===== src/rtl/dsw_params.svh =====
`ifndef DSW_PARAMS_SVH
`define DSW_PARAMS_SVH
// ****************************************
// clock and timing
// ****************************************
`define DSW_CLK_MHZ 100
`define DSW_CELL_DD_NS 2000
`define DSW_CELL_SD_NS 4000
`define DSW_CELL_DD_CYC ((`DSW_CELL_DD_NS * `DSW_CLK_MHZ) / 1000)
`define DSW_CELL_SD_CYC ((`DSW_CELL_SD_NS * `DSW_CLK_MHZ) / 1000)
`define DSW_BITS_PER_BYTE 8
`define DSW_BYTE_SLOW_SD_CYC (2 * `DSW_BITS_PER_BYTE * `DSW_CELL_SD_CYC)
`define DSW_GATE_SD_NS 2000
`define DSW_GATE_DD_NS 1000
`define DSW_GATE_SD_CYC ((`DSW_GATE_SD_NS * `DSW_CLK_MHZ) / 1000)
`define DSW_GATE_DD_CYC ((`DSW_GATE_DD_NS * `DSW_CLK_MHZ) / 1000)
// ****************************************
// register map
// ****************************************
`define DSW_ADDR_STATUS 4'h0
`define DSW_ADDR_CONTROL 4'h4
`define DSW_ADDR_DATA 4'h8
`define DSW_CTRL_CLASS_LSB 0
`define DSW_CTRL_DD_BIT 3
`define DSW_CTRL_SLOW_BIT 4
`define DSW_CTRL_REFUSED_BIT 6
`define DSW_CTRL_START_BIT 7
`define DSW_CTRL_RESET 8'h00
`define DSW_DATA_RESET 8'h00
`define DSW_STATUS_NOT_READY 7
`define DSW_STATUS_BUSY 0
`endif


===== src/rtl/dsw_pkg.sv =====
package dsw_pkg;
  typedef enum logic [2:0] {
    DSW_CLASS_POSITION = 3'b000,
    DSW_CLASS_READ_ADDR = 3'b001,
    DSW_CLASS_READ_SECTOR = 3'b010,
    DSW_CLASS_READ_TRACK = 3'b011,
    DSW_CLASS_WRITE_SECTOR = 3'b100,
    DSW_CLASS_WRITE_TRACK = 3'b101
  } dsw_class_t;
  typedef enum logic [1:0] {
    DSW_GATE_IDLE = 2'b00,
    DSW_GATE_LEAD = 2'b01,
    DSW_GATE_ACTIVE = 2'b10,
    DSW_GATE_TRAIL = 2'b11
  } dsw_gate_t;
  // drive pins; the active-low ones are marked _n
  typedef struct packed {
    logic ready;
    logic write_protect_input_n;
    logic head_engage_input;
    logic track_zero_input_n;
    logic index_pulse_input_n;
  } dsw_drive_t;
  // one-cycle events from the disk engine
  typedef struct packed {
    logic cmd_done;
    logic seek_error;
    logic crc_error;
    logic record_missing_flag;
    logic deleted_mark;
    logic write_fault;
    logic write_protect_hit;
  } dsw_event_t;
  typedef struct packed {
    logic cyc;
    logic stb;
    logic we;
    logic [3:0] adr;
    logic [3:0] sel;
    logic [31:0] dat;
  } dsw_wb_req_t;
endpackage : dsw_pkg


===== src/rtl/dsw_status_word.sv =====
`timescale 1ns/1ps
`include "dsw_params.svh"
module dsw_status_word #(
  parameter int unsigned BYTE_SLOW_SD_CYCLES = `DSW_BYTE_SLOW_SD_CYC
) (
  input wire logic mclk,
  input wire logic reset,
  input wire logic wb_cyc_i,
  input wire logic wb_stb_i,
  input wire logic wb_we_i,
  input wire logic [3:0] wb_adr_i,
  input wire logic [3:0] wb_sel_i,
  input wire logic [31:0] wb_dat_i,
  output logic [31:0] wb_dat_o,
  output logic wb_ack_o,
  input wire logic master_reset_input,
  input wire dsw_pkg::dsw_drive_t drive_i,
  input wire dsw_pkg::dsw_event_t event_i,
  input wire logic byte_strobe,
  input wire logic [7:0] disk_byte,
  output logic [7:0] write_byte,
  output logic data_request_output,
  output logic head_load_output,
  input wire logic head_load_request,
  input wire logic write_request,
  output logic write_gate_output,
  output logic write_data_enable,
  input wire logic raw_read,
  input wire logic read_window_clock,
  output logic read_pulse_seen,
  output logic read_pulse_window,
  output logic [7:0] command_status
);
  import dsw_pkg::*;

  // ****************************************
  // wishbone slave
  // ****************************************
  dsw_wb_req_t req;
  logic bus_take;
  logic bus_write;
  logic [7:0] control;
  logic [7:0] data_latch;
  logic refused;
  logic busy;
  dsw_class_t cmd_class;
  logic double_density;
  logic slow_clock;
  logic start_req;
  logic start_ok;
  logic data_touch;

  assign req = '{cyc: wb_cyc_i, stb: wb_stb_i, we: wb_we_i, adr: wb_adr_i, sel: wb_sel_i, dat: wb_dat_i};
  // the ack edge is the one edge at which the master commits
  assign bus_take = wb_ack_o;
  assign bus_write = bus_take && req.we && req.sel[0];
  assign double_density = control[`DSW_CTRL_DD_BIT];
  assign slow_clock = control[`DSW_CTRL_SLOW_BIT];
  assign start_req = bus_write && (req.adr == `DSW_ADDR_CONTROL) && req.dat[`DSW_CTRL_START_BIT];
  assign data_touch = bus_take && (req.adr == `DSW_ADDR_DATA);

  function automatic logic is_transfer(input dsw_class_t c);
    is_transfer = (c != DSW_CLASS_POSITION);
  endfunction : is_transfer

  function automatic logic is_write(input dsw_class_t c);
    is_write = (c == DSW_CLASS_WRITE_SECTOR) || (c == DSW_CLASS_WRITE_TRACK);
  endfunction : is_write

  // not-ready also blocks a new transfer while master reset holds
  assign start_ok = start_req && !(is_transfer(dsw_class_t'(req.dat[2:0])) && (!drive_i.ready || master_reset_input));

  always_ff @(posedge mclk)
  begin
    if (reset)
      wb_ack_o <= 1'b0;
    else
      wb_ack_o <= req.cyc && req.stb && !wb_ack_o;
  end

  always_ff @(posedge mclk)
  begin
    if (reset)
      wb_dat_o <= 32'h0000_0000;
    else if (req.cyc && req.stb && !wb_ack_o)
    begin
      case (req.adr)
        `DSW_ADDR_STATUS: wb_dat_o <= {24'h00_0000, command_status};
        `DSW_ADDR_CONTROL: wb_dat_o <= {24'h00_0000, 1'b0, refused, control[5:0]};
        `DSW_ADDR_DATA: wb_dat_o <= {24'h00_0000, data_latch};
        default: wb_dat_o <= 32'h0000_0000;
      endcase
    end
  end

  // ****************************************
  // command class and busy
  // ****************************************
  always_ff @(posedge mclk)
  begin
    if (reset)
      control <= `DSW_CTRL_RESET;
    else if (bus_write && (req.adr == `DSW_ADDR_CONTROL) && (!req.dat[`DSW_CTRL_START_BIT] || start_ok))
      control <= {2'b00, req.dat[5:0]};
  end

  always_ff @(posedge mclk)
  begin
    if (reset)
      cmd_class <= DSW_CLASS_POSITION;
    else if (start_ok)
      cmd_class <= dsw_class_t'(req.dat[2:0]);
  end

  always_ff @(posedge mclk)
  begin
    if (reset)
      refused <= 1'b0;
    else if (start_req)
      refused <= !start_ok;
  end

  always_ff @(posedge mclk)
  begin
    if (reset)
      busy <= 1'b0;
    else if (start_ok)
      busy <= 1'b1;
    else if (event_i.cmd_done || master_reset_input)
      busy <= 1'b0;
  end

  // ****************************************
  // sticky error flags
  // ****************************************
  // a new command is the status update; an event in that cycle still sets
  logic seek_err;
  logic crc_err;
  logic rec_missing;
  logic deleted;
  logic wr_fault;
  logic wr_prot;
  logic lost_data;
  logic lost_event;

  always_ff @(posedge mclk)
  begin
    if (reset)
    begin
      seek_err <= 1'b0;
      crc_err <= 1'b0;
      rec_missing <= 1'b0;
      deleted <= 1'b0;
      wr_fault <= 1'b0;
      wr_prot <= 1'b0;
      lost_data <= 1'b0;
    end
    else
    begin
      seek_err <= event_i.seek_error || (seek_err && !start_ok);
      crc_err <= event_i.crc_error || (crc_err && !start_ok);
      rec_missing <= event_i.record_missing_flag || (rec_missing && !start_ok);
      deleted <= event_i.deleted_mark || (deleted && !start_ok);
      wr_fault <= event_i.write_fault || (wr_fault && !start_ok);
      wr_prot <= event_i.write_protect_hit || (wr_prot && !start_ok);
      lost_data <= lost_event || (lost_data && !start_ok);
    end
  end

  // ****************************************
  // data latch and data request
  // ****************************************
  always_ff @(posedge mclk)
  begin
    if (reset)
      data_latch <= `DSW_DATA_RESET;
    else if (byte_strobe && busy && !is_write(cmd_class))
      data_latch <= disk_byte;
    else if (bus_write && (req.adr == `DSW_ADDR_DATA))
      data_latch <= req.dat[7:0];
  end

  always_ff @(posedge mclk)
  begin
    if (reset)
      write_byte <= 8'h00;
    else if (byte_strobe && busy && is_write(cmd_class))
      write_byte <= data_latch;
  end

  // latch full on reads, emptied on writes: both raise the request
  always_ff @(posedge mclk)
  begin
    if (reset)
      data_request_output <= 1'b0;
    else if (byte_strobe && busy && is_transfer(cmd_class))
      data_request_output <= 1'b1;
    else if (data_touch || start_ok)
      data_request_output <= 1'b0;
  end

  // ****************************************
  // lost data timer
  // ****************************************
  logic [12:0] byte_cnt;
  logic [12:0] byte_limit;

  function automatic logic [12:0] byte_cycles(input logic dd, input logic slow);
    logic [12:0] cyc;
    cyc = dd ? 13'(`DSW_BITS_PER_BYTE * `DSW_CELL_DD_CYC) : 13'(`DSW_BITS_PER_BYTE * `DSW_CELL_SD_CYC);
    if (slow)
      cyc = dd ? 13'(2 * `DSW_BITS_PER_BYTE * `DSW_CELL_DD_CYC) : 13'(BYTE_SLOW_SD_CYCLES);
    byte_cycles = cyc;
  endfunction : byte_cycles

  assign byte_limit = byte_cycles(double_density, slow_clock);
  // the next disk byte while the request is still pending is an overrun
  assign lost_event = data_request_output && !data_touch && (byte_strobe || (byte_cnt >= byte_limit - 13'd1));

  always_ff @(posedge mclk)
  begin
    if (reset)
      byte_cnt <= 13'd0;
    else if (!data_request_output || data_touch || lost_event)
      byte_cnt <= 13'd0;
    else
      byte_cnt <= byte_cnt + 13'd1;
  end

  // ****************************************
  // write gate sequencing
  // ****************************************
  dsw_gate_t gate_state;
  dsw_gate_t next_gate_state;
  logic [8:0] gate_cnt;
  logic [8:0] gate_limit;
  logic gate_go;

  function automatic logic [8:0] gate_cycles(input logic dd, input logic slow);
    logic [8:0] cyc;
    cyc = dd ? 9'(`DSW_GATE_DD_CYC) : 9'(`DSW_GATE_SD_CYC);
    gate_cycles = slow ? {cyc[7:0], 1'b0} : cyc;
  endfunction : gate_cycles

  assign gate_limit = gate_cycles(double_density, slow_clock);
  assign gate_go = write_request && busy && is_write(cmd_class) && !wr_prot && drive_i.write_protect_input_n;

  always_comb
  begin
    next_gate_state = gate_state;
    case (gate_state)
      DSW_GATE_IDLE:
        if (gate_go)
          next_gate_state = DSW_GATE_LEAD;
      DSW_GATE_LEAD:
        if (gate_cnt == gate_limit - 9'd1)
          next_gate_state = DSW_GATE_ACTIVE;
      DSW_GATE_ACTIVE:
        if (!write_request)
          next_gate_state = DSW_GATE_TRAIL;
      DSW_GATE_TRAIL:
        if (gate_cnt == gate_limit - 9'd1)
          next_gate_state = DSW_GATE_IDLE;
      default:
        next_gate_state = DSW_GATE_IDLE;
    endcase
  end

  always_ff @(posedge mclk)
  begin
    if (reset || master_reset_input)
      gate_state <= DSW_GATE_IDLE;
    else
      gate_state <= next_gate_state;
  end

  always_ff @(posedge mclk)
  begin
    if (reset || next_gate_state != gate_state)
      gate_cnt <= 9'd0;
    else if (gate_state == DSW_GATE_LEAD || gate_state == DSW_GATE_TRAIL)
      gate_cnt <= gate_cnt + 9'd1;
  end

  assign write_gate_output = (gate_state != DSW_GATE_IDLE);
  assign write_data_enable = (gate_state == DSW_GATE_ACTIVE);

  // ****************************************
  // head load and raw read sampling
  // ****************************************
  always_ff @(posedge mclk)
  begin
    if (reset || master_reset_input)
      head_load_output <= 1'b0;
    else
      head_load_output <= head_load_request;
  end

  logic raw_read_d;

  always_ff @(posedge mclk)
  begin
    if (reset)
      raw_read_d <= 1'b0;
    else
      raw_read_d <= raw_read;
  end

  // window level is recorded as seen; neither level is rejected
  always_ff @(posedge mclk)
  begin
    if (reset)
    begin
      read_pulse_seen <= 1'b0;
      read_pulse_window <= 1'b0;
    end
    else
    begin
      read_pulse_seen <= raw_read && !raw_read_d;
      if (raw_read && !raw_read_d)
        read_pulse_window <= read_window_clock;
    end
  end

  // ****************************************
  // status multiplexer
  // ****************************************
  logic [7:0] next_status;

  always_comb
  begin
    next_status = 8'h00;
    next_status[`DSW_STATUS_NOT_READY] = !drive_i.ready || master_reset_input;
    next_status[`DSW_STATUS_BUSY] = busy;
    case (cmd_class)
      DSW_CLASS_POSITION:
      begin
        next_status[6] = !drive_i.write_protect_input_n;
        next_status[5] = head_load_output && drive_i.head_engage_input;
        next_status[4] = seek_err;
        next_status[3] = crc_err;
        next_status[2] = !drive_i.track_zero_input_n;
        next_status[1] = !drive_i.index_pulse_input_n;
      end
      DSW_CLASS_READ_ADDR, DSW_CLASS_READ_SECTOR:
      begin
        next_status[5] = (cmd_class == DSW_CLASS_READ_SECTOR) && deleted;
        next_status[4] = rec_missing;
        next_status[3] = crc_err;
        next_status[2] = lost_data;
        next_status[1] = data_request_output;
      end
      DSW_CLASS_WRITE_SECTOR:
      begin
        next_status[6] = wr_prot;
        next_status[5] = wr_fault;
        next_status[4] = rec_missing;
        next_status[3] = crc_err;
        next_status[2] = lost_data;
        next_status[1] = data_request_output;
      end
      DSW_CLASS_WRITE_TRACK:
      begin
        next_status[6] = wr_prot;
        next_status[5] = wr_fault;
        next_status[2] = lost_data;
        next_status[1] = data_request_output;
      end
      default:
      begin
        next_status[2] = lost_data;
        next_status[1] = data_request_output;
      end
    endcase
  end

  always_ff @(posedge mclk)
  begin
    if (reset)
      command_status <= 8'h80;
    else
      command_status <= next_status;
  end

  // ****************************************
  // checks
  // ****************************************
  property p_not_ready;
    @(posedge mclk) disable iff (reset) (!drive_i.ready || master_reset_input) |=> command_status[7];
  endproperty
  a_not_ready: assert property (p_not_ready) else $error("not-ready bit missing");

  property p_refuse;
    @(posedge mclk) disable iff (reset)
      (start_req && is_transfer(dsw_class_t'(req.dat[2:0])) && !drive_i.ready && !busy) |=> !busy && refused;
  endproperty
  a_refuse: assert property (p_refuse) else $error("transfer started while not ready");

  property p_head;
    @(posedge mclk) disable iff (reset)
      (cmd_class == DSW_CLASS_POSITION) |=> command_status[5] == $past(head_load_output && drive_i.head_engage_input);
  endproperty
  a_head: assert property (p_head) else $error("head loaded bit wrong");

  property p_track0;
    @(posedge mclk) disable iff (reset)
      (cmd_class == DSW_CLASS_POSITION && !drive_i.track_zero_input_n) |=> command_status[2];
  endproperty
  a_track0: assert property (p_track0) else $error("track zero bit wrong");

  property p_busy;
    @(posedge mclk) disable iff (reset) start_ok |=> busy ##1 command_status[0];
  endproperty
  a_busy: assert property (p_busy) else $error("busy not shown");

  property p_read_wp;
    @(posedge mclk) disable iff (reset) (is_transfer(cmd_class) && !is_write(cmd_class)) |=> !command_status[6];
  endproperty
  a_read_wp: assert property (p_read_wp) else $error("protect bit set on read");

  property p_seek_clear;
    @(posedge mclk) disable iff (reset) (start_ok && !event_i.seek_error) |=> !seek_err;
  endproperty
  a_seek_clear: assert property (p_seek_clear) else $error("seek error not cleared");

  property p_lost;
    @(posedge mclk) disable iff (reset)
      (data_request_output && byte_strobe && !data_touch && !start_ok) |=> lost_data;
  endproperty
  a_lost: assert property (p_lost) else $error("overrun not flagged");

  property p_drq;
    @(posedge mclk) disable iff (reset)
      (is_transfer(cmd_class) && !start_ok) |=> command_status[1] == $past(data_request_output);
  endproperty
  a_drq: assert property (p_drq) else $error("request bit mismatch");

  // lead and trail run hundreds of cycles, so a counter holds the quiet gate time
  logic [8:0] gate_quiet_cnt;

  always_ff @(posedge mclk)
  begin
    if (reset || !write_gate_output || write_data_enable)
      gate_quiet_cnt <= 9'h000;
    else if (gate_quiet_cnt != 9'h1ff)
      gate_quiet_cnt <= gate_quiet_cnt + 9'h001;
  end

  property p_lead;
    @(posedge mclk) disable iff (reset || master_reset_input)
      $rose(write_data_enable) |-> gate_quiet_cnt >= gate_limit;
  endproperty
  a_lead: assert property (p_lead) else $error("write data before lead time");

  // a gate cut by master reset owes no trail time
  property p_trail;
    @(posedge mclk) disable iff (reset || master_reset_input)
      ($fell(write_gate_output) && !$past(master_reset_input)) |-> gate_quiet_cnt >= gate_limit;
  endproperty
  a_trail: assert property (p_trail) else $error("write gate dropped early");

  c_refused: cover property (@(posedge mclk) disable iff (reset) start_req && !start_ok);
  c_write_gate: cover property (@(posedge mclk) disable iff (reset) $fell(write_gate_output));
  c_lost: cover property (@(posedge mclk) disable iff (reset) $rose(lost_data));
  c_done: cover property (@(posedge mclk) disable iff (reset) $fell(busy));
endmodule : dsw_status_word


===== config.mk =====
export PLATFORM = sky130hd
export DESIGN_NAME = dsw_status_word
export DESIGN_NICKNAME = d
export VERILOG_FILES = /design/src/rtl/dsw_pkg.sv /design/src/rtl/dsw_status_word.sv
export VERILOG_INCLUDE_DIRS = /design/src /design/src/rtl
export SDC_FILE = /design/constraint.sdc
export NUM_CORES = 1
export LEC_CHECK = 0
export BUFFER_PORTS_ARGS = -buffer_cell sky130_fd_sc_hd__buf_2
export CAP_MARGIN = 30
export CORE_ASPECT_RATIO = 1.75
export CORE_MARGIN = 3
export CORE_UTILIZATION = 50
export CTS_CLUSTER_DIAMETER = 40
export DETAILED_ROUTE_END_ITERATION = 10
export GPL_TIMING_DRIVEN = 0
export PLACE_DENSITY = 0.87
export SETUP_SLACK_MARGIN = 0.1
export SLEW_MARGIN = 25
export SYNTH_ARGS = -nofsm -noshare
export SYNTH_HDL_FRONTEND = slang
export SYNTH_SLANG_ARGS = --single-unit
export TNS_END_PERCENT = 1

===== constraint.sdc =====
create_clock -name mclk -period 2.6 [get_ports mclk]
set_clock_uncertainty 0.2 [all_clocks]
set_input_delay 0.52 -clock mclk [delete_from_list [all_inputs] [get_ports mclk]]
set_output_delay 0.52 -clock mclk [all_outputs]
set_load 0.02 [all_outputs]

==> summary by stage <==
Run status
The flow ran to the end, and the final reports show no timing, DRC or antenna violations.

Yosys
Ranked by total cell area, the synthesized netlist is headed by sky130_fd_sc_hd__dfxtp_1, sky130_fd_sc_hd__nor2_1, sky130_fd_sc_hd__mux2i_1, sky130_fd_sc_hd__nand2_1, sky130_fd_sc_hd__buf_4. The number of flops mapped to enable cells by yosys is 0. The leading register cell type out of synthesis is sky130_fd_sc_hd__dfxtp_1. After synthesis, the netlist uses 43 different library cells. The share of flip-flops with an asynchronous set or reset is 0%.

After synthesis the netlist holds a flip-flop and latch count of 80. After synthesis, the largest area contributor takes up ~43% of total cell area. The cell count after synthesis is between 400 and 500. During synthesis, Yosys emitted a total of 0 warnings. The share of the Yosys chip area taken by registers is 43.38%. The average instance in the mapped netlist occupies roughly 8.4 um^2. The netlist area before placement is 3692 um^2. The most area-hungry cell type in the Yosys netlist is sky130_fd_sc_hd__dfxtp_1.

Cells and area
The count of antenna diodes in the layout is 0. The number of nets at the end of the flow is 628. In the layout the commonest cells are sky130_fd_sc_hd__buf_2, sky130_fd_sc_hd__dfxtp_1, sky130_fd_sc_hd__nor2_1. Cells with a size suffix above 1 make up roughly 23% of the layout. Compared with the post-synthesis result, the final layout area differs by 23.28%.

Clocking
The number of H-tree branching levels is 3. The longest clock path from root to sink contains 2 buffers. Hold repair after CTS inserted 0 buffers.

The number of clock sinks seen by CTS is 80. The cell at the root of the clock tree is sky130_fd_sc_hd__clkbuf_16. Buffers inserted during clock tree synthesis total 9. The CTS tree is built. The insertion delay of the later-clocked pin in the worst-skew pair is 0.34 ns. The clock transition time at the flip-flop clock pins of the worst setup and hold paths is 0.05 ns.

Detailed routing
The routed layout has 3330 vias. The residual antenna-violating net count after detailed routing is 0. In the routed layout, each cell is associated on average with a via count of ~5.2. The routed design has 9.283 mm of wire. In the routed design, unresolved DRC markers number 0. The initial detailed-routing violation count is between 200 and 250. The first detailed-routing pass ran for 4 iterations. The average routed wire per standard cell is 14.62 um.

Pwr
The switching power share of the total is 22.50%. VDD sags by at most 0.4585 mV. Per report_power, the clock group accounts for 43.2% of the total.

Total power for the finished layout comes to ~2.6 mW. Summed over all cells, the static leakage comes to 2.080 nW. The areal power density over the cells is 562.4 nW/um^2. The internal portion of total power is 1.984 mW.

The sequential cell fraction of total power is 48.9%. The analysis attributes to net switching a power of 0.5759 mW. The combinational fraction of design power is 7.8%.

Floorplanning
The number of top-level pins is 126. The total area inside the core boundary comes to 7007 um^2. Once the floorplan was initialized, standard cells occupied 52.70% of the core. The width of the chip is 70.96 um. The die outline height is between 100 and 150 um. The die area is 8492 um^2. The total number of placement rows is 40.

Timing
After routing, the total negative slack on setup checks comes to 0 ns. Timing would allow up to 0.4190 GHz. The number of endpoints failing setup at the final stage is 0. Across all setup checks in the final design, the least slack found is 0.2135 ns. The final critical path takes up 91.79% of the cycle. Setup repair after global routing left no endpoint under its margin. The hold violation count in the final report is 0. For the pin with the worst max-slew slack, the measured transition is 0.7387 ns. The worst relative slew slack is a little over 50%.

The total count of max-transition violations in the final report is 0. Counting I/O delays and the setup requirement, the final critical path takes around 2.4 ns.

Global routing
The initial antenna violation count came to 0. The via count of the first global-routing pass is 3268. The first global-routing pass estimated 14.94 mm of wire.

The residual overflow from global routing is 0. The largest net degree at the start of global routing is 12. The global router's overall resource usage is 22.42%.

Setup path
The critical path in this run is classified as reg -> reg. The worst setup path is launched from a flip-flop. In this run the worst path has a maximum fanout of 10. The data required time of the critical path is approximately 2.7 ns. Data on the critical path arrives at its endpoint at 2.46 ns.

The peak per-stage delay on the critical path is 0.40 ns. Walking the worst path, the cells encountered are nor2b_4 > inv_1 > ha_1 > a21o_1 > a21oi_1 > a21oi_2 > or3_4 > buf_4 > nor2_1. STA classifies the critical path endpoint as a flip-flop. Among all stages on the critical path, the largest delay is contributed by sky130_fd_sc_hd__or3_4.

Min path
The path class of the tightest hold or removal check is in -> reg.

Placement
The last weighted congestion value of the routability-driven placer is 0.8677. The worst slack at placement is -0.09223 ns. The final HPWL from detailed placement is 7.135 mm. The number of input and output port buffers inserted is 74.

Run
The number of maximum-capacitance constraint violations is 0.
cells by family after synthesis:
group | synth area share (%)
AO/OA/AOI/OAI | 12.03
buffers and inverters | 8.336
XOR/XNOR | 4.507
other | 0.2034
AND/OR/NAND/NOR | 22.26
adder cells (fa/ha/maj) | 3.050
flip-flops | 43.38
multiplexers | 6.235
sequential cells by signal, indices dropped and copies added, names as in the netlist, 2 cells and up:
signal / count
gate_cnt: 9
data_latch: 8
write_byte: 8
gate_state: 2
byte_cnt: 13
cmd_class: 3
wb_dat_o: 8
command_status: 8
control: 6
synthesized netlist by cell type, types with 2 or more instances:
master                     count
sky130_fd_sc_hd__and3_1        7
sky130_fd_sc_hd__xor2_1       11
sky130_fd_sc_hd__a211oi_1      6
sky130_fd_sc_hd__nand2b_1      2
sky130_fd_sc_hd__inv_1         9
sky130_fd_sc_hd__a311oi_1      6
sky130_fd_sc_hd__buf_4        25
sky130_fd_sc_hd__or2_2         2
sky130_fd_sc_hd__a22oi_1       8
sky130_fd_sc_hd__nor2b_1      13
sky130_fd_sc_hd__or3_1         4
sky130_fd_sc_hd__nand2_1      52
sky130_fd_sc_hd__ha_1          9
sky130_fd_sc_hd__nor4_1        2
sky130_fd_sc_hd__xnor2_1       8
sky130_fd_sc_hd__nor3b_1       2
sky130_fd_sc_hd__mux2i_1      23
sky130_fd_sc_hd__nor2_1       76
sky130_fd_sc_hd__o21ai_0      10
sky130_fd_sc_hd__nand3_1       7
sky130_fd_sc_hd__o211ai_1      2
sky130_fd_sc_hd__a31oi_1       2
sky130_fd_sc_hd__conb_1        2
sky130_fd_sc_hd__nand4_1       5
sky130_fd_sc_hd__dfxtp_1      80
sky130_fd_sc_hd__nor3_1        4
sky130_fd_sc_hd__a21oi_1      26
sky130_fd_sc_hd__nand3b_1      3
sky130_fd_sc_hd__clkbuf_1     12
sky130_fd_sc_hd__buf_2         6
sky130_fd_sc_hd__a21o_1        2
critical path, delay by kind of cell, from the launching register on:
kind                     cells  cell delay, ns
buffers and inverters        2            0.27
adder cells (fa/ha/maj)      1            0.31
flip-flops                   1            0.37
AND/OR/NAND/NOR              3            0.68
AO/OA/AOI/OAI                3            0.49
power by group through the flow:
stage | logic [mW] | registers, mW | clock network (mW)
after floorplan | 0.117 | 1.29 | 0
after global placement | 0.193 | 1.28 | 0
final | 0.201 | 1.25 | 1.11
after detailed placement | 0.197 | 1.28 | 0
after global routing | 0.218 | 1.25 | 1.17
after CTS | 0.198 | 1.25 | 1.12
final timing paths:
check	to	startpoint	depth (start not counted)	slack, ns
max	byte_cnt[7]	control[4]	9	0.21
min	command_status[1]	drive_i[0]	2	0.16
max reg2reg	byte_cnt[7]	control[4]	9	0.21
min reg2reg	read_pulse_seen	raw_read_d	1	0.22
stage by stage:
stage,instances,cell area [um^2],util [%],hold WS (ns)
2_1_floorplan,461,3779,-,0.1924
3_3_place_gp,619,4254,60.71,0.1983
3_5_place_dp,619,4259,60.79,0.2112
4_1_cts,633,4532,64.68,0.1543
5_1_grt,635,4552,64.96,0.1611
6_report,635,4552,64.96,0.1586
metal layers:
layer / vias to the layer above / part of all wire (%) / wire length (um) / track usage, %
li1: 1652 / - / - / -
met1: 1507 / 36 / 3335 / 22.64
met2: 133 / 52 / 4850 / 39.30
met3: 38 / 6.1 / 568 / 4.778
met4: 0 / 5.7 / 528 / 16.59
met5: - / 0 / 0 / 0
area by class of cell:
type | count | area, um^2
fillers | 601 | 2455
multi-input cells | 328 | 1893
plain buffers | 44 | 276.5
flip-flops and latches | 80 | 1603
well taps | 84 | 105.1
clock buffers | 13 | 250.2
clock inverters | 1 | 5.005
inverters | 9 | 33.78
repair buffers | 76 | 385.4
timing repair:
action | CTS | global route
buffers inserted | 0 | 2
gates resized for setup | 5 | 2
setup endpoints to repair | 13 | 10
No activity file was read; power rests on OpenSTA's default activity.
